$ cat src/rtl/strc_consts.svh
// constants for the serdes self-test and reset control block
// assumes inclusion by bare name from the top module
`ifndef STRC_CONSTS_SVH
`define STRC_CONSTS_SVH
// ==========================================
// management register offsets
`define STRC_REG_LOOPBACK    5'h16
`define STRC_REG_CONTROL6    5'h18
`define STRC_REG_SPARE1      5'h19
`define STRC_REG_STATUS0     5'h1a
`define STRC_REG_STATUS1     5'h1b
`define STRC_REG_STATUS2     5'h1c
`define STRC_REG_SOFT_RESET  5'h1d
`define STRC_REG_FACTORY     5'h1e
`define STRC_REG_RESULTS     5'h1f
// ==========================================
// field positions and reset values
`define STRC_VERIFY_BIT      9
`define STRC_GENERATE_BIT    8
`define STRC_FACTORY_RESET   16'h000b
`define STRC_FACTORY_WMASK   16'hff7f
`define STRC_PRBS_SEED       7'h7f
`define STRC_PASS_RUN        2'h3
// ==========================================
// frame and timing figures
`define STRC_PREAMBLE_BITS   6'h20
`define STRC_HDR_LAST        6'h0d
`define STRC_DATA_LAST       6'h0f
`define STRC_POR_TIME_US     1000
`define STRC_CLK_MHZ         100
`define STRC_PHY_ADDR        5'h00
`endif

$ cat src/rtl/strc_unused_placeholder_none.sv
// empty companion source: all of the block's logic sits in strc_top.sv
// assumes nothing of its surroundings; it declares no module
`timescale 1ns/10ps
`default_nettype none
`default_nettype wire

$ cat src/rtl/strc_pkg.sv
// types shared by the serdes self-test and reset control block
// assumes nothing of its surroundings; it includes no header
package strc_pkg;
  // ==========================================
  // management frame receiver states
  typedef enum logic [1:0] {
    STRC_PRE  = 2'b00,
    STRC_HDR  = 2'b01,
    STRC_TA   = 2'b10,
    STRC_DATA = 2'b11
  } strc_mgmt_st_t;
  typedef logic [9:0] strc_word_t;
endpackage : strc_pkg

$ cat src/rtl/strc_top.sv
// serdes self-test and reset control: management slave, soft resets,
// loopback steering, pattern generators and checkers, power-on reset.
// assumes channel words are on ref_clk; mdc, mdio and pins are asynchronous.
// How it works
// writing a receive soft-reset bit high resets that receive channel
// writing a transmit soft-reset bit high resets that transmit channel
// a soft-reset bit written one clears itself on the next management clock
// transmit pairs share a bank, so a reset also blanks the partner
// receive pass flags for all eight channels sit in the results high byte
// transmit pass flags sit in the results low byte, factory use
// serial loopback comes from the global pin or per-channel bits
// looped channels hold their serial transmit output static
// looped channels ignore their serial receive input
// far-end bits steer received words back into the transmit path
// far-end looped channels ignore parallel transmit data
// far-end looped channels float their parallel receive outputs
// during power-on reset receive data floats and receive clocks stay low
// power-on reset lasts about one millisecond
// each channel has a seven-bit pseudo-random generator and checker
// pattern test is enabled by pin or by the generate bit
// generator words replace the serializer input word
// parallel transmit data is ignored while the pattern runs
// the far side disregards receive data while the pattern pin is high
// per-channel loopback bits are ored with the global loopback pin
// the verify bit enables checking on all channels
// the generate bit drives pattern to serial and parallel receive outputs
// a receive pass flag reads one only while locked and error free
`timescale 1ns/10ps
`default_nettype none
`include "strc_consts.svh"
module strc_top
  import strc_pkg::*;
#(
  parameter int          CHANNELS   = 8,
  parameter int          POR_CYCLES = `STRC_POR_TIME_US * `STRC_CLK_MHZ,
  parameter logic [4:0]  PHY_ADDR   = `STRC_PHY_ADDR
) (
  input  wire logic                      ref_clk,
  input  wire logic                      rstn,
  input  wire logic                      mdc,
  input  wire logic                      mdio_in,
  output var  logic                      mdio_out,
  output var  logic                      mdio_oe_n,
  input  wire logic                      global_loopback_pin,
  input  wire logic                      pattern_enable_pin,
  input  wire logic [CHANNELS-1:0][9:0]  tx_parallel_in,
  input  wire logic [CHANNELS-1:0][9:0]  rx_serial_word,
  input  wire logic [CHANNELS-1:0]       rx_clk_in,
  output var  logic [CHANNELS-1:0][9:0]  tx_serial_word,
  output var  logic [CHANNELS-1:0][9:0]  rx_parallel_data,
  output var  logic [CHANNELS-1:0]       rx_parallel_oe_n,
  output var  logic [CHANNELS-1:0]       rx_clk_out,
  output var  logic                      por_active
);
  // ==========================================
  // helpers
  // ten serial steps of x^7+x^6+1, newest bit in the lsb
  function automatic strc_word_t prbs_word(input logic [6:0] s);
    logic [6:0] t;
    strc_word_t w;
    t = s;
    w = '0;
    for (int k = 0; k < 10; k++) begin
      w = {w[8:0], t[6] ^ t[5]};
      t = {t[5:0], t[6] ^ t[5]};
    end
    return w;
  endfunction : prbs_word

  // ==========================================
  // pin synchronisers
  logic [2:0]          mdc_s_q;
  logic [1:0]          mdio_s_q;
  logic [1:0]          global_loopback_pin_s_q;
  logic [1:0]          pat_s_q;
  logic [CHANNELS-1:0] rclk_s1_q;
  logic [CHANNELS-1:0] rclk_s2_q;
  logic                mdc_rise;
  logic                mdio_bit;
  // first stages feed only second stages; edge detect looks at stages two and three
  always_ff @(posedge ref_clk) begin
    if (!rstn) begin
      mdc_s_q   <= 3'h0;
      mdio_s_q  <= 2'h3;
      global_loopback_pin_s_q  <= 2'h0;
      pat_s_q   <= 2'h0;
      rclk_s1_q <= '0;
      rclk_s2_q <= '0;
    end else begin
      mdc_s_q   <= {mdc_s_q[1:0], mdc};
      mdio_s_q  <= {mdio_s_q[0], mdio_in};
      global_loopback_pin_s_q  <= {global_loopback_pin_s_q[0], global_loopback_pin};
      pat_s_q   <= {pat_s_q[0], pattern_enable_pin};
      rclk_s1_q <= rx_clk_in;
      rclk_s2_q <= rclk_s1_q;
    end
  end
  assign mdc_rise = mdc_s_q[1] & ~mdc_s_q[2];
  assign mdio_bit = mdio_s_q[1];

  // ==========================================
  // power-on reset timer
  logic [31:0] por_cnt_q;
  logic        por_q;
  // length is a parameter so simulation can shorten the millisecond
  always_ff @(posedge ref_clk) begin
    if (!rstn) begin
      por_cnt_q <= 32'h0;
      por_q     <= 1'b1;
    end else if (por_q) begin
      por_cnt_q <= por_cnt_q + 32'h1;
      por_q     <= (por_cnt_q + 32'h1) < 32'(POR_CYCLES);
    end
  end
  assign por_active = por_q;

  // ==========================================
  // management frame receiver
  strc_mgmt_st_t st_q;
  logic [5:0]    cnt_q;
  logic [13:0]   hdr_q;
  logic [15:0]   wdat_q;
  logic [15:0]   rd_q;
  logic          is_rd_q;
  logic [4:0]    addr_q;
  logic          wr_q;
  logic [15:0]   rd_val;
  logic [13:0]   hdr_full;
  assign hdr_full = {hdr_q[12:0], mdio_bit};
  // all moves happen a few ref_clk after mdc rises, giving the station a full period
  always_ff @(posedge ref_clk) begin
    if (!rstn) begin
      st_q      <= STRC_PRE;
      cnt_q     <= 6'h0;
      hdr_q     <= 14'h0;
      wdat_q    <= 16'h0;
      rd_q      <= 16'h0;
      is_rd_q   <= 1'b0;
      addr_q    <= 5'h0;
      wr_q      <= 1'b0;
      mdio_out  <= 1'b1;
      mdio_oe_n <= 1'b1;
    end else begin
      wr_q <= 1'b0;
      if (mdc_rise) begin
        unique case (st_q)
          STRC_PRE: begin
            if (mdio_bit) begin
              cnt_q <= (cnt_q == `STRC_PREAMBLE_BITS) ? cnt_q : cnt_q + 6'h1;
            end else if (cnt_q == `STRC_PREAMBLE_BITS) begin
              st_q  <= STRC_HDR;
              hdr_q <= 14'h0;
              cnt_q <= 6'h1;
            end else begin
              cnt_q <= 6'h0;
            end
          end
          STRC_HDR: begin
            hdr_q <= hdr_full;
            cnt_q <= cnt_q + 6'h1;
            if (cnt_q == `STRC_HDR_LAST) begin
              cnt_q   <= 6'h0;
              addr_q  <= hdr_full[4:0];
              is_rd_q <= hdr_full[11:10] == 2'b10;
              rd_q    <= rd_val;
              if (hdr_full[13:12] == 2'b01 && hdr_full[9:5] == PHY_ADDR &&
                  (hdr_full[11:10] == 2'b10 || hdr_full[11:10] == 2'b01)) begin
                st_q <= STRC_TA;
              end else begin
                st_q <= STRC_PRE;
              end
            end
          end
          STRC_TA: begin
            cnt_q <= cnt_q + 6'h1;
            if (cnt_q == 6'h0 && is_rd_q) begin
              mdio_out  <= 1'b0;
              mdio_oe_n <= 1'b0;
            end
            if (cnt_q == 6'h1) begin
              st_q     <= STRC_DATA;
              cnt_q    <= 6'h0;
              mdio_out <= is_rd_q ? rd_q[15] : 1'b1;
              rd_q     <= {rd_q[14:0], 1'b0};
            end
          end
          STRC_DATA: begin
            cnt_q    <= cnt_q + 6'h1;
            wdat_q   <= {wdat_q[14:0], mdio_bit};
            mdio_out <= is_rd_q ? rd_q[15] : 1'b1;
            rd_q     <= {rd_q[14:0], 1'b0};
            if (cnt_q == `STRC_DATA_LAST) begin
              st_q      <= STRC_PRE;
              cnt_q     <= 6'h0;
              wr_q      <= ~is_rd_q;
              mdio_oe_n <= 1'b1;
              mdio_out  <= 1'b1;
            end
          end
        endcase
      end
    end
  end

  // ==========================================
  // control registers
  logic [15:0] global_loopback_pin_q;
  logic [1:0]  pat_ctl_q;
  logic [15:0] srst_q;
  logic [15:0] fact_q;
  logic [CHANNELS-1:0] rx_pass_q;
  logic [CHANNELS-1:0] tx_pass_q;
  logic        wr_srst;
  // wdat_q already holds the last data bit when wr_q fires
  assign wr_srst = wr_q && addr_q == `STRC_REG_SOFT_RESET;
  always_ff @(posedge ref_clk) begin
    if (!rstn) begin
      global_loopback_pin_q    <= 16'h0;
      pat_ctl_q <= 2'h0;
      fact_q    <= `STRC_FACTORY_RESET;
    end else if (wr_q) begin
      if (addr_q == `STRC_REG_LOOPBACK) global_loopback_pin_q <= wdat_q;
      if (addr_q == `STRC_REG_CONTROL6) begin
        pat_ctl_q <= wdat_q[`STRC_VERIFY_BIT:`STRC_GENERATE_BIT];
      end
      if (addr_q == `STRC_REG_FACTORY) fact_q <= wdat_q & `STRC_FACTORY_WMASK;
    end
  end
  // a write landing on the clearing edge wins, so a reset is never lost
  always_ff @(posedge ref_clk) begin
    if (!rstn) begin
      srst_q <= 16'h0;
    end else if (wr_srst) begin
      srst_q <= wdat_q;
    end else if (mdc_rise) begin
      srst_q <= 16'h0;
    end
  end
  // read mux; reserved words and bits read as zero
  always_comb begin
    rd_val = 16'h0;
    unique case (hdr_full[4:0])
      `STRC_REG_LOOPBACK:   rd_val = global_loopback_pin_q;
      `STRC_REG_CONTROL6:   rd_val = {6'h0, pat_ctl_q, 8'h0};
      `STRC_REG_SOFT_RESET: rd_val = srst_q;
      `STRC_REG_FACTORY:    rd_val = fact_q;
      `STRC_REG_RESULTS:    rd_val = {rx_pass_q, tx_pass_q};
      default:              rd_val = 16'h0;
    endcase
  end

  // ==========================================
  // per-channel steering, generators and checkers
  logic                pat_on;
  logic                ver_en;
  logic [CHANNELS-1:0] global_loopback_pin_eff;
  logic [CHANNELS-1:0] fel;
  logic [CHANNELS-1:0] tx_hold;
  logic [CHANNELS-1:0] rx_rst;
  strc_word_t          gen_word [CHANNELS];
  strc_word_t          tx_src   [CHANNELS];
  strc_word_t          rx_src   [CHANNELS];
  logic [6:0]          gen_q    [CHANNELS];
  logic [6:0]          chk_q    [CHANNELS];
  logic [1:0]          run_q    [CHANNELS];
  assign pat_on = pat_s_q[1] | pat_ctl_q[0];
  assign ver_en = pat_ctl_q[1];
  assign rx_rst = srst_q[15:8];
  for (genvar i = 0; i < CHANNELS; i++) begin : g_ch
    assign global_loopback_pin_eff[i] = global_loopback_pin_q[8+i] | global_loopback_pin_s_q[1];
    assign fel[i]      = global_loopback_pin_q[i];
    // partner shares the clock and input bank, so it is blanked too
    assign tx_hold[i]  = srst_q[i] | srst_q[i^1];
    assign gen_word[i] = prbs_word(gen_q[i]);
    // far-end first, then pattern, else parallel input
    assign tx_src[i] = fel[i] ? rx_serial_word[i] :
                       pat_on ? gen_word[i] : tx_parallel_in[i];
    assign rx_src[i] = global_loopback_pin_eff[i] ? tx_src[i] : rx_serial_word[i];
    // generator restarts with its transmit reset
    always_ff @(posedge ref_clk) begin
      if (!rstn || srst_q[i]) begin
        gen_q[i] <= `STRC_PRBS_SEED;
      end else if (pat_on) begin
        gen_q[i] <= gen_word[i][6:0];
      end
    end
    // self-synchronising checker: every word reloads state from the line
    always_ff @(posedge ref_clk) begin
      if (!rstn || rx_rst[i] || !ver_en) begin
        chk_q[i]     <= `STRC_PRBS_SEED;
        run_q[i]     <= 2'h0;
        rx_pass_q[i] <= 1'b0;
      end else begin
        chk_q[i] <= rx_src[i][6:0];
        if (prbs_word(chk_q[i]) == rx_src[i]) begin
          run_q[i]     <= (run_q[i] == `STRC_PASS_RUN) ? run_q[i] : run_q[i] + 2'h1;
          rx_pass_q[i] <= run_q[i] == `STRC_PASS_RUN;
        end else begin
          run_q[i]     <= 2'h0;
          rx_pass_q[i] <= 1'b0;
        end
      end
    end
    // outputs
    always_ff @(posedge ref_clk) begin
      if (!rstn) begin
        tx_serial_word[i]   <= 10'h000;
        rx_parallel_data[i] <= 10'h000;
        rx_parallel_oe_n[i] <= 1'b1;
        rx_clk_out[i]       <= 1'b0;
        tx_pass_q[i]        <= 1'b0;
      end else begin
        tx_serial_word[i]   <= (global_loopback_pin_eff[i] || tx_hold[i]) ? 10'h000 : tx_src[i];
        rx_parallel_data[i] <= rx_rst[i] ? 10'h000 : (pat_on ? gen_word[i] : rx_src[i]);
        rx_parallel_oe_n[i] <= por_q | fel[i];
        rx_clk_out[i]       <= ~por_q & rclk_s2_q[i];
        tx_pass_q[i]        <= pat_on & ~tx_hold[i];
      end
    end
  end

  // ==========================================
  // checks
  AST_SRST_CLEAR: assert property (@(posedge ref_clk) disable iff (!rstn)
    srst_q != 16'h0 && mdc_rise && !wr_srst |=> srst_q == 16'h0)
    else $error("soft reset did not self clear");
  AST_RX_RST: assert property (@(posedge ref_clk) disable iff (!rstn)
    rx_rst[0] |=> !rx_pass_q[0] && rx_parallel_data[0] == 10'h000)
    else $error("receive reset did not clear channel");
  AST_TX_RST: assert property (@(posedge ref_clk) disable iff (!rstn)
    srst_q[0] |=> tx_serial_word[0] == 10'h000 && tx_serial_word[1] == 10'h000)
    else $error("transmit reset did not blank the pair");
  AST_GLOBAL_LOOPBACK_PIN_STATIC: assert property (@(posedge ref_clk) disable iff (!rstn)
    global_loopback_pin_s_q[1] |=> tx_serial_word == '0)
    else $error("serial output moved during loopback");
  AST_GLOBAL_LOOPBACK_PIN_RX: assert property (@(posedge ref_clk) disable iff (!rstn)
    global_loopback_pin_eff[0] && !pat_on && !rx_rst[0] |=> rx_parallel_data[0] == $past(tx_src[0]))
    else $error("loopback receive path wrong");
  AST_FEL_TX: assert property (@(posedge ref_clk) disable iff (!rstn)
    fel[0] && !global_loopback_pin_eff[0] && !tx_hold[0] |=> tx_serial_word[0] == $past(rx_serial_word[0]))
    else $error("far-end loop did not return receive word");
  AST_FEL_HIZ: assert property (@(posedge ref_clk) disable iff (!rstn)
    fel[0] |=> rx_parallel_oe_n[0])
    else $error("parallel receive driven during far-end loop");
  AST_POR: assert property (@(posedge ref_clk) disable iff (!rstn)
    por_q |=> rx_parallel_oe_n == '1 && rx_clk_out == '0)
    else $error("outputs active during power-on reset");
  AST_PAT_TX: assert property (@(posedge ref_clk) disable iff (!rstn)
    pat_on && !fel[0] && !global_loopback_pin_eff[0] && !tx_hold[0]
    |=> tx_serial_word[0] == $past(gen_word[0]))
    else $error("pattern not on serial output");
  AST_PASS_GATED: assert property (@(posedge ref_clk) disable iff (!rstn)
    rx_pass_q[0] |-> $past(ver_en, 1) && $past(run_q[0], 1) == `STRC_PASS_RUN)
    else $error("pass flag without lock");
endmodule : strc_top
`default_nettype wire

$ cat config.mk
export PLATFORM = sky130hd
export DESIGN_NAME = strc_top
export DESIGN_NICKNAME = d
export VERILOG_FILES = /design/src/rtl/strc_unused_placeholder_none.sv /design/src/rtl/strc_pkg.sv /design/src/rtl/strc_top.sv
export VERILOG_INCLUDE_DIRS = /design/src /design/src/rtl
export SDC_FILE = /design/constraint.sdc
export NUM_CORES = 1
export LEC_CHECK = 0
export ABC_AREA = 0
export BUFFER_PORTS_ARGS = -buffer_cell sky130_fd_sc_hd__buf_2
export CORE_MARGIN = 1.5
export CORE_UTILIZATION = 60
export CTS_CLUSTER_DIAMETER = 80
export DETAILED_ROUTE_END_ITERATION = 16
export GPL_ROUTABILITY_DRIVEN = 1
export MAX_ROUTING_LAYER = met4
export PLACE_DENSITY = 0.81
export SLEW_MARGIN = 20
export SYNTH_ARGS = -nofsm -noshare
export SYNTH_HDL_FRONTEND = slang
export SYNTH_SLANG_ARGS = --single-unit
$ cat constraint.sdc
create_clock -name ref_clk -period 4 [get_ports ref_clk]
set_input_delay 0.4 -clock ref_clk [delete_from_list [all_inputs] [get_ports ref_clk]]
set_output_delay 0.4 -clock ref_clk [all_outputs]
set_load 0.02 [all_outputs]
# Yosys cells after proc, flatten, opt, wreduce, memory -nomap -nowiden
# Memories as Yosys holds them, arrays and structs flattened.
# Cells that the tools add are included.
[word_totals] wordCells=655 register_bits=357 mem_count=3 inputBits=174 mem_bits_rw=128 output_inout_bits=179
[memory_table] memory="chk_q" depth=8 word_bits=7 rd=8 rd_ports_with_merged_regs=0 wr=8 line="strc_top.sv:264" rtl="logic [6:0] chk_q [CHANNELS];"
[memory_table] memory="gen_q" depth=8 word_bits=7 rd=8 rd_ports_with_merged_regs=0 wr=8 line="strc_top.sv:263" rtl="logic [6:0] gen_q [CHANNELS];"
[memory_table] memory="run_q" depth=8 word_bits=2 rd=8 rd_ports_with_merged_regs=0 wr=8 line="strc_top.sv:265" rtl="logic [1:0] run_q [CHANNELS];"
[classes] order_cmp=1 reduce_logical=82 muxes=208 n_eq_ne=43 addsub=10 bitwise=242
[op_table] cell="$mux 10" count=32
[op_table] cell="$xor 1x1->1" count=160
[op_table] cell="$mux 1" count=112
[op_table] cell="$mux 7" count=16
[op_table] cell="$eq 10x10->1" count=8
[op_table] cell="$pmux 16 s5" count=1
[op_table] cell="$mux 16" count=4
[op_table] cell="$mux 2" count=30
[op_table] cell="$or 1x1->1" count=53
[op_table] cell="$pmux 16 s3" count=1
[op_table] cell="$reduce_or 2->1" count=24
[op_table] cell="$eq 5x5->1 const B" count=9
[op_table] cell="$logic_or 1x1->1" count=33
[op_table] cell="$add 32x1->32 const B" count=1
[op_table] cell="$lt 32x17->1 const B" count=1
[op_table] cell="$mux 6" count=5
[op_table] cell="$mux 13" count=2
[op_table] cell="$pmux 13 s2" count=1
[op_table] cell="$pmux 6 s4" count=1
[op_table] cell="$eq 2x2->1 const B" count=11
[op_table] cell="$add 2x1->2 const B" count=8
[op_table] cell="$not 1->1" count=16
[op_table] cell="$reduce_and 4->1" count=4
[op_table] cell="$and 1x1->1" count=13
[op_table] cell="19 further kinds" count=40

# Depth between registers and ports, before layout
# An unclocked memory read counts as a cell.
[logic_depth] word_depth=12 ltp_mapped=12 depth_no_buf=9

# Worst setup path before layout
# Ideal clock, no wire load.
[synth_path] kind="reg2reg" startpoint="reg pat_s_q[1]" endpoint="mem run_q[7][0] (netlist: run_q[1][6]), enable pin" setup_slack_ps=1339 setup_time_ps=261 synth_period_minus_slack_ps=2661 n_path_buf=5 stages_incl_launch_ff=13 arrival_time_ps=2400 t_required_ps=3739 path_cell_list="dfxtp_1 > buf_6 > or2_1 > buf_2 > buf_6 > buf_6 > buf_2 > a21oi_1 > a21boi_0 > xor2_1 > mux2i_1 > o2111ai_1 > or3b_1"
[synth_rtl] element="start, declared" line="strc_top.sv:75" rtl="logic [1:0] pat_s_q;"
[synth_rtl] element="start signal, assigned" line="strc_top.sv:93" rtl="pat_s_q <= {pat_s_q[0], pattern_enable_pin};"
[synth_rtl] element="end, declared" line="strc_top.sv:265"

==> impl_metrics.json <==
{
  "rows": 71,
  "ys_seq_elements": 485,
  "final_util_pct": 71.7,
  "fin_worst_skew_ns": 0.0108,
  "cap_violations": 0,
  "grt_pass1_vias": 19500,
  "layout_common_cells": "dfxtp_1 (411), buf_2 (352), nand2_1 (331), nor2_1 (285), a21oi_1 (224)",
  "start_kind": "register",
  "netlist_area_mm2": 0.0229,
  "ys_seq_area_share_pct": 45.5,
  "die_area_mm2": 0.0394,
  "hold_viol": 0,
  "grtUsageMet2_pct": 55.9,
  "avgRoutedWirePerCell_um": 20.1,
  "grt_busiest_layer": "met2",
  "ir_drop_mv": 0.382,
  "ys_types": 83,
  "grt_pass1_wl_mm": 107,
  "clkSinkCount": 485,
  "critical_path_arrival_ns": 3.82,
  "vias": 21000,
  "grt_max_degree": 87,
  "fp.dieH_um": 199,
  "place_ws_ns": 0.599,
  "timing.rr.start": "pat_ctl_q[0]$_SDFFE_PN0P_",
  "syn_to_final_growth_pct": 17.8,
  "drc": 0,
  "fillCellCount": 2957,
  "synth_warnings": 0,
  "grt_use_total_pct": 35.6,
  "fin_nets": 3098,
  "clock_latency_ns": 0.60,
  "setup_slack_ns": 0.516,
  "clk_pin_slew_ns": 0.06,
  "start_util_pct": 60.9,
  "r2r-end": "run_q[0][6]$_SDFFCE_PP0P_",
  "use_met1_pct": 44.9,
  "layout-drive-gt1-share_pct": 18.2,
  "overflow": 0,
  "powerDensity_mw_per_mm2": 418,
  "antenna_found_initial": 5,
  "root_buffer": "clkbuf_16",
  "die_w_um": 199,
  "tns_ns": 0,
  "drt_iter0_drc": 1603,
  "dp_hpwl_mm": 50.8,
  "whs_path_depth": 3,
  "critPathKind": "reg2reg",
  "min_period_ns": 3.48,
  "drt_first_pass_iters": 5,
  "finalMaxSlewViolations": 0,
  "relSlewSlack_pct": 32.9,
  "cp-end-kind": "register",
  "min_period_over_period_pct": 87.1,
  "synthCells": 2610,
  "num_io_pins": 353,
  "coreArea_mm2": 0.0377,
  "max-clock-path-buffers": 3,
  "place.gp.congestion": 0.983,
  "worst_ep_required_time_ns": 4.33,
  "vias_per_cell": 6.06,
  "grt.met3_usage_pct": 6.32,
  "hold_end": "tx_serial_word[67]$_SDFF_PP0_",
  "regArea_mm2": 0.0104,
  "max_freq_mhz": 287,
  "power.total_uw": 11300,
  "postSynth.asyncResetShare_pct": 0,
  "tightest_slew_ns": 0.999,
  "synth_ff_type": "dfxtp_1",
  "cts_tree": "yes",
  "cp_max_fo": 43,
  "syn-num-nets": 2797,
  "rrSetupSlack_ns": 0.52,
  "port_buffers": 352,
  "antenna_left": 0,
  "hold_class": "in2reg",
  "status": "complete, no violations",
  "cts_buffers": 50,
  "rsz0062_at_grt": "no",
  "mostFrequentLayoutCell": "dfxtp_1",
  "syn_area_per_cell_um2": 8.79,
  "cts_max_level": 2,
  "wl_mm": 69.9,
  "multi_input_area_mm2": 0.0118,
  "synth_edf_count": 72,
  "leakage_uw": 0.0106,
  "ff2ff_path_depth": 8,
  "hold_path.startpoint": "rx_serial_word[67]",
  "setup_violations": 0,
  "startpoint": "pat_ctl_q[0]$_SDFFE_PN0P_"
}
[synth_stat cells, types with 21 or more instances]
master	count	area, um2
a211oi_1	118	886
a21oi_1	225	1130
a22oi_1	50	375
and2_1	79	494
and3_1	26	163
clkbuf_1	128	480
dfxtp_1	413	8270
edfxtp_1	72	2160
inv_1	26	97.6
mux2i_1	74	741
nand2_1	331	1240
nand2b_1	25	156
nand3_1	57	285
nand4_1	22	138
nor2_1	288	1080
nor3_1	75	375
o21a_1	21	158
o21ai_0	56	280
or3_1	62	388
xnor2_1	125	1090
xor2_1	65	569
[what timing repair did]
action	in CTS	in global routing
gates resized for setup	0	0
buffers inserted	0	0
hold buffers	10	0
hold endpoints to repair	10	0
[flip-flops by register name, indices dropped and copies added, names as in the netlist, 13 cells and up, named ones only]
| name | cells |
|---|---|
| fact_q | 15 |
| chk_q | 56 |
| gen_q | 56 |
| rd_q | 16 |
| global_loopback_pin_q | 16 |
| por_cnt_q | 32 |
| rx_parallel_data | 80 |
| tx_serial_word | 80 |
| srst_q | 16 |
| run_q | 16 |
| wdat_q | 16 |
| hdr_q | 13 |
[cells by family after synthesis]
| kind of cell | count (synthesis) | synth area share, % |
|---|---|---|
| simple gates | 1044 | 21.6 |
| compound gates | 600 | 17.3 |
| flops | 485 | 45.5 |
| xor+xnor | 196 | 7.85 |
| buf+inv | 190 | 3.45 |
| mux | 82 | 3.62 |
| fa+ha+maj | 13 | 0.709 |
[power breakdown]
part / switching [uW] / internal, uW / total, uW
clock network: 2050 / 2910 / 4970
registers: 69.6 / 5090 / 5160
logic: 746 / 417 / 1160
total: 2870 / 8420 / 11300
[worst max-delay path by stage]
stage                                           end  slack (ns)  cells after the start
after floorplan           run_q[1][6]$_SDFFCE_PP0P_        1.34                     12
after global placement    run_q[1][6]$_SDFFCE_PP0P_        0.72                      8
after detailed placement  run_q[0][6]$_SDFFCE_PP0P_        0.60                      8
after CTS                 run_q[0][6]$_SDFFCE_PP0P_        0.59                      8
after global routing      run_q[0][6]$_SDFFCE_PP0P_        0.27                      8
final                     run_q[0][6]$_SDFFCE_PP0P_        0.52                      8
[layout make-up]
class	instances	share of cell area, %
Clock inverter	24	1.00
Timing Repair Buffer	413	8.54
Antenna cell	6	0.0556
Tap cell	511	2.37
Multi-Input combinational cell	1935	43.5
Inverter	26	0.370
Sequential cell	485	38.6
Clock buffer	70	5.56
[stage by stage]
step,area [um2],hold WS [ns],cells
6_report,27000,0.0527,3470
3_5_place_dp,25100,0.397,3360
2_1_floorplan,22900,0.386,2610
4_1_cts,27000,0.0229,3464
3_3_place_gp,25100,0.389,3360
5_1_grt,27000,0.0256,3468
[critical path, cell delays in order, from the launching register on]
cell and delay, ns:
dfxtp_2 0.61, or2_4 0.65, buf_4 0.42, nor2_1 0.10, o31ai_1 0.28, xnor2_1 0.17
mux2_2 0.36, a2111oi_2 0.46, nand2_1 0.17
[routing by layer]
metal / up-vias / part of all wire, %
met5: - / 0
met4: 0 / 4.2
met3: 209 / 9.1
met2: 1059 / 46
met1: 9909 / 40
li1: 9865 / -
(Power assumes the default switching activity.)
